$ cat src/logic/pot_pkg.sv
package pot_pkg;

  // ****************************************************
  // Register map
  // ****************************************************
  localparam logic [11:0] TRIM_REG_ADDR = 12'hf9b;
  localparam logic [11:0] STATUS_REG_ADDR = 12'hf9c;
  localparam logic [7:0] TRIM_RESET = 8'h00;
  localparam int LOW_SRC_BIT = 7;
  localparam int MULT_EN_BIT = 6;
  localparam int TRIM_MSB = 5;
  localparam int TRIM_W = 6;
  localparam int STAT_LOCKED_BIT = 0;
  localparam int STAT_ON_MULT_BIT = 1;
  localparam int STAT_SLOW_RUN_BIT = 2;
  localparam int STAT_MULT_RUN_BIT = 3;

  // ****************************************************
  // Clock figures
  // ****************************************************
  localparam int CORE_PERIOD_NS = 40;
  localparam int CORE_KHZ = 25000;
  localparam int MULT_OUT_MHZ = 96;
  localparam int MULT_REF_MHZ = 4;
  localparam int CORE_MAX_MHZ = 48;
  localparam int USB_FS_MHZ = 48;
  localparam int USB_LS_MHZ = 6;
  localparam int FAST_OSC_KHZ = 8000;
  localparam int SLOW_RC_KHZ = 31;
  localparam int LOW_FREQ_DIV = 256;
  localparam int LOCK_TIME_NS = 2000000;
  localparam int TRIM_SLEW_NS = 320;
  localparam int TRIM_SLEW_CYCLES =
    (TRIM_SLEW_NS + CORE_PERIOD_NS - 1) / CORE_PERIOD_NS;

  // Phase accumulator model of the free running oscillators
  localparam int ACC_W = 16;
  localparam logic [ACC_W-1:0] FAST_INC =
    ACC_W'((FAST_OSC_KHZ * 65536) / CORE_KHZ);
  localparam logic [ACC_W-1:0] SLOW_INC =
    ACC_W'((SLOW_RC_KHZ * 65536) / CORE_KHZ);
  localparam logic [ACC_W-1:0] TRIM_STEP = 16'h0040;

  // Divide ratios taken from the multiplied clock; the last one divides the bypass USB clock
  localparam logic [7:0] MULT_CORE_DIV = 8'(MULT_OUT_MHZ / CORE_MAX_MHZ);
  localparam logic [7:0] USB_FS_DIV = 8'(MULT_OUT_MHZ / USB_FS_MHZ);
  localparam logic [7:0] USB_LS_DIV = 8'(MULT_OUT_MHZ / USB_LS_MHZ);
  localparam logic [7:0] USB_LS_BYP_DIV = 8'(USB_FS_MHZ / USB_LS_MHZ);

  // Oscillator configuration modes
  typedef enum logic [2:0] {
    MODE_EC,
    MODE_EC_MULT,
    MODE_XTAL,
    MODE_XTAL_MULT,
    MODE_INT,
    MODE_INT_CLKO,
    MODE_INT_MULT,
    MODE_INT_MULT_CLKO
  } pot_osc_mode_t;

endpackage

$ cat src/logic/pot_tick_div.sv
`timescale 1ns/10ps
// Divides a stream of single-cycle ticks by a run-time ratio
module pot_tick_div
  import pot_pkg::*;
#(
  parameter int W = 8
) (
  // Clock and reset
  input wire logic core_clk,
  input wire logic rst_n,
  // Tick stream
  input wire logic inTick,
  input wire logic clear,
  input wire logic [W-1:0] divide,
  output logic outTick
);

  logic [W-1:0] count_q;
  logic [W-1:0] count_d;
  logic tick_d;

  // Count input ticks; clear restarts a full period
  always_comb begin
    count_d = count_q;
    tick_d = 1'b0;
    if (clear) begin
      count_d = '0;
    end else if (inTick) begin
      if (count_q >= divide - W'(1)) begin
        count_d = '0;
        tick_d = 1'b1;
      end else begin
        count_d = count_q + W'(1);
      end
    end
  end

  always_ff @(posedge core_clk or negedge rst_n) begin
    if (!rst_n) begin
      count_q <= '0;
      outTick <= 1'b0;
    end else begin
      count_q <= count_d;
      outTick <= tick_d;
    end
  end

endmodule // pot_tick_div

$ cat src/logic/pot_trim_slew.sv
`timescale 1ns/10ps
// Walks the applied trim one step at a time toward the written value
module pot_trim_slew
  import pot_pkg::*;
(
  // Clock and reset
  input wire logic core_clk,
  input wire logic rst_n,
  // Trim values, two's complement
  input wire logic [TRIM_W-1:0] target,
  output logic [TRIM_W-1:0] applied
);

  localparam int CW = $clog2(TRIM_SLEW_CYCLES + 1);

  logic [CW-1:0] wait_q;
  logic [CW-1:0] wait_d;
  logic [TRIM_W-1:0] applied_d;

  // One step per slew interval; no completion flag on purpose
  always_comb begin
    applied_d = applied;
    wait_d = wait_q;
    if (applied == target) begin
      wait_d = '0;
    end else if (wait_q < CW'(TRIM_SLEW_CYCLES - 1)) begin
      wait_d = wait_q + CW'(1);
    end else begin
      wait_d = '0;
      if ($signed(target) > $signed(applied)) begin
        applied_d = applied + TRIM_W'(1);
      end else begin
        applied_d = applied - TRIM_W'(1);
      end
    end
  end

  always_ff @(posedge core_clk or negedge rst_n) begin
    if (!rst_n) begin
      wait_q <= '0;
      applied <= TRIM_RESET[TRIM_MSB:0];
    end else begin
      wait_q <= wait_d;
      applied <= applied_d;
    end
  end

endmodule // pot_trim_slew

$ cat src/logic/pot_clock_ctrl.sv
`timescale 1ns/10ps
// Behaviour
// - Multiplier only in multiplied modes when enabled, or while the core still runs on it
// - Multiplier turns 4 MHz into 96 MHz
// - Eight-way prescaler brings input to 4 MHz
// - Core divider by 1, 2, 3 or 6
// - Fast oscillator 8 MHz, postscaler to 31 kHz
// - Fast oscillator with multiplier gives 48 MHz
// - Slow RC runs when selected or needed
// - Frequency select picks fast, slow or postscaled
// - Trim change slews gradually, no done flag
// - Bit 7 picks fast/256 or slow RC
// - Non-multiplied modes keep multiplier off once the core has left it
// - Bypass clock until lock, then auto switch
// - Bit 6 enables the multiplier
// - Trim is two's complement, constant step
// - Trim never affects the slow RC
// - USB gets 48 MHz or 6 MHz
// - Core stays on bypass while locking
module pot_clock_ctrl
  import pot_pkg::*;
#(
  parameter int LOCK_NS = LOCK_TIME_NS
) (
  // Clock and reset
  input wire logic core_clk,
  input wire logic rst_n,
  // Register port
  input wire logic [11:0] regAddr,
  input wire logic [7:0] regWdata,
  input wire logic regWrite,
  input wire logic regRead,
  output logic [7:0] regRdata,
  // Configuration
  input wire logic [2:0] oscMode,
  input wire logic [2:0] prescaleSel,
  input wire logic [1:0] cpuDivSel,
  input wire logic [2:0] internal_freq_select,
  input wire logic useInternalClk,
  input wire logic usbFullSpeed,
  // Features that need the slow RC
  input wire logic powerUpTimerEn,
  input wire logic failSafeEn,
  input wire logic watchdogEn,
  input wire logic twoSpeedEn,
  // Primary oscillator pin
  input wire logic primaryClkPin,
  // Generated clock ticks and status
  output logic coreTick,
  output logic usbTick,
  output logic internalTick,
  output logic multRunning,
  output logic multLocked,
  output logic coreOnMult,
  output logic slowRcRunning,
  output logic [5:0] appliedTrim
);

  localparam int LOCK_CYCLES = (LOCK_NS + CORE_PERIOD_NS - 1) / CORE_PERIOD_NS;
  localparam int LW = $clog2(LOCK_CYCLES + 1);

  // ****************************************************
  // Decode helpers
  // ****************************************************
  function automatic logic [7:0] prescaleDiv(input logic [2:0] sel);
    case (sel)
      3'h0: prescaleDiv = 8'h0c;
      3'h1: prescaleDiv = 8'h0a;
      3'h2: prescaleDiv = 8'h06;
      3'h3: prescaleDiv = 8'h05;
      3'h4: prescaleDiv = 8'h04;
      3'h5: prescaleDiv = 8'h03;
      3'h6: prescaleDiv = 8'h02;
      default: prescaleDiv = 8'h01;
    endcase
  endfunction

  function automatic logic [7:0] cpuDiv(input logic [1:0] sel);
    case (sel)
      2'h0: cpuDiv = 8'h06;
      2'h1: cpuDiv = 8'h03;
      2'h2: cpuDiv = 8'h02;
      default: cpuDiv = 8'h01;
    endcase
  endfunction

  function automatic logic isMultMode(input pot_osc_mode_t m);
    case (m)
      MODE_EC_MULT, MODE_XTAL_MULT, MODE_INT_MULT,
      MODE_INT_MULT_CLKO: isMultMode = 1'b1;
      default: isMultMode = 1'b0;
    endcase
  endfunction

  function automatic logic isIntMode(input pot_osc_mode_t m);
    isIntMode = (m == MODE_INT) || (m == MODE_INT_CLKO) ||
      (m == MODE_INT_MULT) || (m == MODE_INT_MULT_CLKO);
  endfunction

  pot_osc_mode_t mode;
  assign mode = pot_osc_mode_t'(oscMode);

  // ****************************************************
  // Trim register and status
  // ****************************************************
  logic [7:0] trimReg_q;
  logic [7:0] trimReg_d;
  logic [7:0] rdata_d;
  logic lowSrcFast;
  logic multEnable;

  assign lowSrcFast = trimReg_q[LOW_SRC_BIT];
  assign multEnable = trimReg_q[MULT_EN_BIT];

  // Unmapped addresses read zero and ignore writes
  always_comb begin
    trimReg_d = trimReg_q;
    if (regWrite && regAddr == TRIM_REG_ADDR) begin
      trimReg_d = regWdata;
    end
    rdata_d = 8'h00;
    if (regRead) begin
      case (regAddr)
        TRIM_REG_ADDR: rdata_d = trimReg_q;
        STATUS_REG_ADDR: begin
          rdata_d[STAT_LOCKED_BIT] = multLocked;
          rdata_d[STAT_ON_MULT_BIT] = coreOnMult;
          rdata_d[STAT_SLOW_RUN_BIT] = slowRcRunning;
          rdata_d[STAT_MULT_RUN_BIT] = multRunning;
        end
        default: rdata_d = 8'h00;
      endcase
    end
  end

  always_ff @(posedge core_clk or negedge rst_n) begin
    if (!rst_n) begin
      trimReg_q <= TRIM_RESET;
      regRdata <= 8'h00;
    end else begin
      trimReg_q <= trimReg_d;
      regRdata <= rdata_d;
    end
  end

  // Applied trim follows the written trim gradually
  logic [5:0] trimNow;
  pot_trim_slew u_slew (
    .core_clk(core_clk),
    .rst_n(rst_n),
    .target(trimReg_q[TRIM_MSB:0]),
    .applied(trimNow)
  );

  // ****************************************************
  // Oscillator models
  // ****************************************************
  logic [ACC_W:0] fastAcc_q;
  logic [ACC_W:0] fastAcc_d;
  logic [ACC_W:0] slowAcc_q;
  logic [ACC_W:0] slowAcc_d;
  logic [ACC_W-1:0] fastInc;
  logic slowRun;

  // Signed trim scales a constant step around the centre rate
  assign fastInc = FAST_INC +
    ACC_W'($signed(trimNow) * $signed({1'b0, TRIM_STEP}));

  // Slow RC needed by selection or by a safety feature
  assign slowRun = powerUpTimerEn || failSafeEn || watchdogEn ||
    twoSpeedEn || (useInternalClk && internal_freq_select == 3'h0 &&
    !lowSrcFast);

  // Carry out of each accumulator is one oscillator period
  always_comb begin
    fastAcc_d = {1'b0, fastAcc_q[ACC_W-1:0]} + {1'b0, fastInc};
    slowAcc_d = slowAcc_q;
    if (slowRun) begin
      slowAcc_d = {1'b0, slowAcc_q[ACC_W-1:0]} + {1'b0, SLOW_INC};
    end else begin
      slowAcc_d[ACC_W] = 1'b0;
    end
  end

  always_ff @(posedge core_clk or negedge rst_n) begin
    if (!rst_n) begin
      fastAcc_q <= '0;
      slowAcc_q <= '0;
    end else begin
      fastAcc_q <= fastAcc_d;
      slowAcc_q <= slowAcc_d;
    end
  end

  logic fastTick;
  logic slowTick;
  assign fastTick = fastAcc_q[ACC_W];
  assign slowTick = slowAcc_q[ACC_W];

  // ****************************************************
  // Primary pin synchroniser
  // ****************************************************
  logic pinMeta_q;
  logic pinSync_q;
  logic pinLast_q;

  // Only the second stage is examined for edges
  always_ff @(posedge core_clk or negedge rst_n) begin
    if (!rst_n) begin
      pinMeta_q <= 1'b0;
      pinSync_q <= 1'b0;
      pinLast_q <= 1'b0;
    end else begin
      pinMeta_q <= primaryClkPin;
      pinSync_q <= pinMeta_q;
      pinLast_q <= pinSync_q;
    end
  end

  logic pinTick;
  assign pinTick = pinSync_q && !pinLast_q;

  // ****************************************************
  // Internal postscaler and low frequency source
  // ****************************************************
  logic div256Tick;
  logic postTick;
  logic lowFreqTick;
  logic [7:0] postDiv;

  assign postDiv = 8'h01 << (3'h7 - internal_freq_select);

  // Nine bits so the full divide by 256 fits in one stage
  pot_tick_div #(.W(9)) u_div256 (
    .core_clk(core_clk),
    .rst_n(rst_n),
    .inTick(fastTick),
    .clear(1'b0),
    .divide(9'(LOW_FREQ_DIV)),
    .outTick(div256Tick)
  );

  pot_tick_div u_post (
    .core_clk(core_clk),
    .rst_n(rst_n),
    .inTick(fastTick),
    .clear(1'b0),
    .divide(postDiv),
    .outTick(postTick)
  );

  // Low rate clock source choice
  assign lowFreqTick = lowSrcFast ? div256Tick : slowTick;

  logic intSelTick;
  assign intSelTick = (internal_freq_select == 3'h0) ? lowFreqTick :
    postTick;

  // ****************************************************
  // Multiplier control and lock
  // ****************************************************
  logic multWanted;
  logic [LW-1:0] lockCnt_q;
  logic [LW-1:0] lockCnt_d;
  logic locked_d;
  logic onMult_d;
  logic multRun;

  // Internal clock selection, at any frequency select, also stops the multiplier
  assign multWanted = multEnable && isMultMode(mode) &&
    !useInternalClk;
  assign multRun = multWanted || coreOnMult;

  // Count the lock time from each enable
  always_comb begin
    lockCnt_d = '0;
    locked_d = 1'b0;
    if (multWanted) begin
      if (lockCnt_q < LW'(LOCK_CYCLES)) begin
        lockCnt_d = lockCnt_q + LW'(1);
      end else begin
        lockCnt_d = lockCnt_q;
        // Never report lock before the reference reaches the multiplier
        locked_d = multRunning;
      end
    end
  end

  // ****************************************************
  // Source paths and dividers
  // ****************************************************
  logic primTick;
  logic refTick;
  logic bypassSrcTick;
  logic bypassCoreTick;
  logic multCoreTick;
  logic [7:0] bypassDiv;

  // Internal multiplied modes feed the 8 MHz oscillator to the prescaler
  assign primTick = isIntMode(mode) ? fastTick : pinTick;
  assign bypassSrcTick = (useInternalClk || mode == MODE_INT ||
    mode == MODE_INT_CLKO) ? intSelTick : primTick;
  assign bypassDiv = (bypassSrcTick == intSelTick && useInternalClk) ?
    8'h01 : cpuDiv(cpuDivSel);

  // Reference to the multiplier, nominally the 4 MHz rate
  pot_tick_div u_prescale (
    .core_clk(core_clk),
    .rst_n(rst_n),
    .inTick(primTick),
    .clear(!multRun),
    .divide(prescaleDiv(prescaleSel)),
    .outTick(refTick)
  );

  // Each idle path is held cleared so it starts with a full period
  pot_tick_div u_bypass (
    .core_clk(core_clk),
    .rst_n(rst_n),
    .inTick(bypassSrcTick),
    .clear(coreOnMult),
    .divide(bypassDiv),
    .outTick(bypassCoreTick)
  );

  // Every core cycle stands for one multiplied clock period
  pot_tick_div u_multcore (
    .core_clk(core_clk),
    .rst_n(rst_n),
    .inTick(multRun),
    .clear(!coreOnMult),
    .divide(8'(MULT_CORE_DIV * cpuDiv(cpuDivSel))),
    .outTick(multCoreTick)
  );

  pot_tick_div u_usb (
    .core_clk(core_clk),
    .rst_n(rst_n),
    .inTick(multRun ? 1'b1 : primTick),
    .clear(1'b0),
    .divide(multRun ? (usbFullSpeed ? USB_FS_DIV : USB_LS_DIV) :
      (usbFullSpeed ? 8'h01 : USB_LS_BYP_DIV)),
    .outTick(usbTick)
  );

  // Switch only at the end of a period of the current source
  always_comb begin
    onMult_d = coreOnMult;
    if (!coreOnMult && multLocked && bypassCoreTick) begin
      onMult_d = 1'b1;
    end else if (coreOnMult && !multLocked && multCoreTick) begin
      onMult_d = 1'b0;
    end
  end

  always_ff @(posedge core_clk or negedge rst_n) begin
    if (!rst_n) begin
      lockCnt_q <= '0;
      multLocked <= 1'b0;
      coreOnMult <= 1'b0;
      multRunning <= 1'b0;
      coreTick <= 1'b0;
      internalTick <= 1'b0;
      slowRcRunning <= 1'b0;
      appliedTrim <= 6'h00;
    end else begin
      lockCnt_q <= lockCnt_d;
      multLocked <= locked_d;
      coreOnMult <= onMult_d;
      multRunning <= multRun && refTick | multRunning && multRun;
      coreTick <= coreOnMult ? multCoreTick : bypassCoreTick;
      internalTick <= intSelTick;
      slowRcRunning <= slowRun;
      appliedTrim <= trimNow;
    end
  end

endmodule // pot_clock_ctrl

$ cat config.mk
export PLATFORM = sky130hd
export DESIGN_NAME = pot_clock_ctrl
export DESIGN_NICKNAME = d
export VERILOG_FILES = /design/src/logic/pot_pkg.sv /design/src/logic/pot_tick_div.sv /design/src/logic/pot_trim_slew.sv /design/src/logic/pot_clock_ctrl.sv
export SDC_FILE = /design/constraint.sdc
export NUM_CORES = 1
export LEC_CHECK = 0
export BUFFER_PORTS_ARGS = -buffer_cell sky130_fd_sc_hd__buf_2
export CORE_ASPECT_RATIO = 1.1
export CORE_MARGIN = 5
export CORE_UTILIZATION = 55
export CTS_CLUSTER_DIAMETER = 40
export DETAILED_ROUTE_END_ITERATION = 12
export GPL_ROUTABILITY_DRIVEN = 0
export GPL_TIMING_DRIVEN = 0
export HOLD_SLACK_MARGIN = 0.15
export PLACE_DENSITY = 0.74
export SLEW_MARGIN = 25
export SYNTH_ARGS = -nofsm -noshare
export SYNTH_HDL_FRONTEND = slang
export SYNTH_SLANG_ARGS = --single-unit
$ cat constraint.sdc
create_clock -name core_clk -period 3.3 [get_ports core_clk]
set_clock_uncertainty 0.2 [all_clocks]
set_input_delay 0.66 -clock core_clk [delete_from_list [all_inputs] [get_ports core_clk]]
set_output_delay 0.66 -clock core_clk [all_outputs]
set_load 0.005 [all_outputs]
==> flow_summary.yaml <==
sta:
  slew_headroom_pct: 35.28
  finalSetupViolations: 0
  hold_viol: 0
  max_freq_mhz: 319.9
  rsz0062_at_grt: "false"
  drv_slew: 0
  fin_crit_sh_pct: 94.73
  worst-slew-pin-transition_ps: 957.3
  finalSetupTns_ps: 0
  period_needed_ps: 3126
power:
  power.density_nw_per_um2: 647.5
  vdd_drop_max_mv: 0.4283
  power.leakage_nw: 4.183
global_routing:
  busiest_layer: "met2"
  grt.met2_usage_pct: 35.51
  grt-ovfl-total: 0
  track_usage_pct: 20.42
  antenna_found_initial: 0
  grt_max_degree: 86
  grt_pass1_wl_mm: 26.83
  met1_usage_pct: 25.57
  grt_pass1_vias: 5771
  grt.met3_usage_pct: 3.757
setup_path:
  cpMaxStageDelayCell: "mux2_2"
  startpoint: "oscMode[2]"
  required_ps: 3460
  path_delay_family: "compound AO/OA/AOI/OAI gates"
  path_class: "in -> reg"
  critPathMaxStageDelay_ps: 390
  start_kind: "input pin"
  cp.arrival_ps: 3280
  timing.rr.end: "u_slew.applied[5]"
  critPathMaxFanout: 7
  crit_chain: "buf_2 > mux2_2 > a31oi_2 > nand2_1 > ha_1 > nand2b_1 > a21o_1 > a21o_1 > a211o_1 > nor4b_1 > a211o_1"
  end_kind: "register"
  regToRegSetupSlack_ps: 180
  reg2reg_depth: 13
  critPathBufInv: 1
  r2r-start: "u_slew.applied[1]"
logic_synthesis:
  syn_area_per_cell_um2: 10.34
  synth_top_area_share_pct: 48.72
  syn_inst: 725
  async_reset_ff_share_pct: 100.0
  yosys-top-cells-area: "dfrtp_1, ha_1, xnor2_1"
  synth_edf_count: 0
  ys_types: 61
  synth_seq_cells: 146
  synth_warnings: 0
  seq_area_frac_synth_pct: 48.72
  syn_area_um2: 7500
  ys.flop_type: "dfrtp_1"
  yosysTopAreaCell: "dfrtp_1"
floorplanning:
  die_x_um: 121.3
  ios: 63
  die_y_um: 132.5
  start_util_pct: 56.53
  coreArea_um2: 13270
  die_area_um2: 16070
  rows: 44
finish:
  drive_above_1_share_pct: 13.94
  syn2layout_area_growth_pct: 15.78
  regArea_um2: 3654
  multi_input_area_um2: 3692
  stdcell_count: 1009
  fillers: 1015
  final_nets: 911
  antenna_cells: 0
routing:
  antenna_left: 0
  via_per_inst: 5.626
  num_vias: 5677
  dr.pass1.iters: 5
  wl_mm: 15.56
  drc: 0
  wl_per_cell_um: 15.42
  drt_iter0_markers: 325
clock_network:
  cts_tree: "built"
  clk_pin_slew_worst_paths_ps: 60
  htree_levels: 4
  numCtsBuffers: 17
  clockBufferDepth: 2
  clock_sinks: 146
  root_buffer: "clkbuf_16"
  insertion_delay_ps: 420
placed_design:
  dp.cells: 975
  placement.io_buffers: 60
  place_hpwl_mm: 11.37
run_status:
  status: "finished clean"
worst_hold_path:
  hold_end: "pinSync_q"
  hold_depth: 0
  hold_path.class: "reg -> reg"
  min-delay-start: "pinMeta_q"
flow_run:
  maxCapViolations: 0
==> sequential cells by signal, indices dropped and copies added (netlist names), 4 cells and up <==
register and cells:
u_bypass.count_q 8, u_slew.applied 6, u_div256.count_q 9, slowAcc_q 17, u_multcore.count_q 8, trimReg_q 8, u_slew.wait_q 4, u_post.count_q 8
u_usb.count_q 8, appliedTrim 6, fastAcc_q 17, u_prescale.count_q 8, lockCnt_q 16, regRdata 8
==> cells by family after synthesis <==
kind of cell / Yosys count / synth area share [%]
AND/OR/NAND/NOR: 260 / 17.55
flip-flops: 146 / 48.72
other: 2 / 0.1001
adder cells (fa/ha/maj): 57 / 9.610
XOR/XNOR: 65 / 7.591
multiplexers: 17 / 2.636
buffers and inverters: 47 / 2.402
AO/OA/AOI/OAI: 131 / 11.40
==> routing by layer <==
metal  share of wire, %  vias up  wire length [um]
li1                   -     2735                 -
met2                 52      134              8040
met1                 42     2785              6552
met5                  0        -                 0
met4                1.5        0               234
met3                4.7       23               731
==> report_power, final <==
part	total [W]	internal (W)	switching (W)	leakage (nW)
registers	0.00236	0.00209	0.000269	1.89
clock network	0.00183	0.00111	0.000712	0.276
logic	0.00144	0.000663	0.000773	2.01
==> Yosys cell counts (all sizes together) (4+ instances only) <==
| cell | instances |
|---|---|
| and2 | 7 |
| nand4 | 10 |
| or2 | 4 |
| clkbuf | 10 |
| and3 | 14 |
| nor2 | 78 |
| nand2b | 13 |
| a211oi | 5 |
| o22ai | 5 |
| or3 | 9 |
| nor4 | 7 |
| and4 | 4 |
| nand3b | 9 |
| dfrtp | 146 |
| xnor2 | 36 |
| nor2b | 8 |
| xor2 | 29 |
| mux2i | 5 |
| nand2 | 51 |
| o31ai | 5 |
| a31oi | 13 |
| nor4b | 4 |
| nor3 | 11 |
| ha | 56 |
| o21ai | 30 |
| nand3 | 23 |
| mux2 | 12 |
| inv | 34 |
| a21o | 15 |
| a21oi | 31 |
| a22o | 4 |
==> cell usage in the layout (no fill, tap or decap), drive strengths merged, types with 10 or more instances in the layout <==
cell    instances
a21o           15
a21oi          31
a31oi          13
and3           14
buf            64
clkbuf         34
dfrtp         146
ha             56
inv            34
mux2           12
nand2          51
nand2b         13
nand3          23
nand4          10
nor2           78
nor3           11
o21ai          30
xnor2          36
xor2           29
==> worst register-to-register path: cells and delay by family, from the launching register on <==
kind | cells | cell delay [ps]
AOI/OAI and AO/OA | 5 | 890
xor gates and xnor gates | 2 | 310
adders and majority gates | 2 | 580
buffers and inverters | 1 | 130
DFF | 1 | 480
and+or+nand+nor | 3 | 400
==> stage by stage <==
step	hold slack, ps	total power, W	setup slack [ps]	util (%)	cell area (um2)
final	182.4	0.005623	174.1	65.45	8683
after global routing	193.0	0.005970	27.38	65.45	8683
after CTS	179.6	0.005657	189.4	65.43	8681
after detailed placement	163.6	0.003804	-214.1	60.99	8092
after global placement	162.8	0.003690	-605.6	60.67	8049
after floorplan	131.2	0.003420	219.2	-	7518
==> how the worst max path moves through the flow <==
stage | to | depth (start not counted)
floorplan | u_post.count_q[4] | 13
global placement | slowAcc_q[1] | 1
detailed placement | u_usb.count_q[2] | 11
CTS | u_slew.applied[5] | 13
global route | u_slew.applied[5] | 13
finish | u_usb.count_q[2] | 11
==> cell type report <==
type                       instances  share of cell area, %
buffer                            13                 0.6052
clock buffer                      24                  5.663
timing repair buffer              63                  4.121
tap                              184                  2.651
sequential                       146                  42.07
inverter                          34                  1.470
multi-input combinational        537                  42.52
clock inverter                     8                 0.8934
==> timing repair <==
item / 4_1_cts / 5_1_grt
resized for setup: 0 / 1
endpoints found under the setup margin: 0 / 1
buffers inserted: 0 / 0
hold endpoints to repair: 85 / 0
hold buffers: 2 / 0
(Power assumes the default switching activity.)
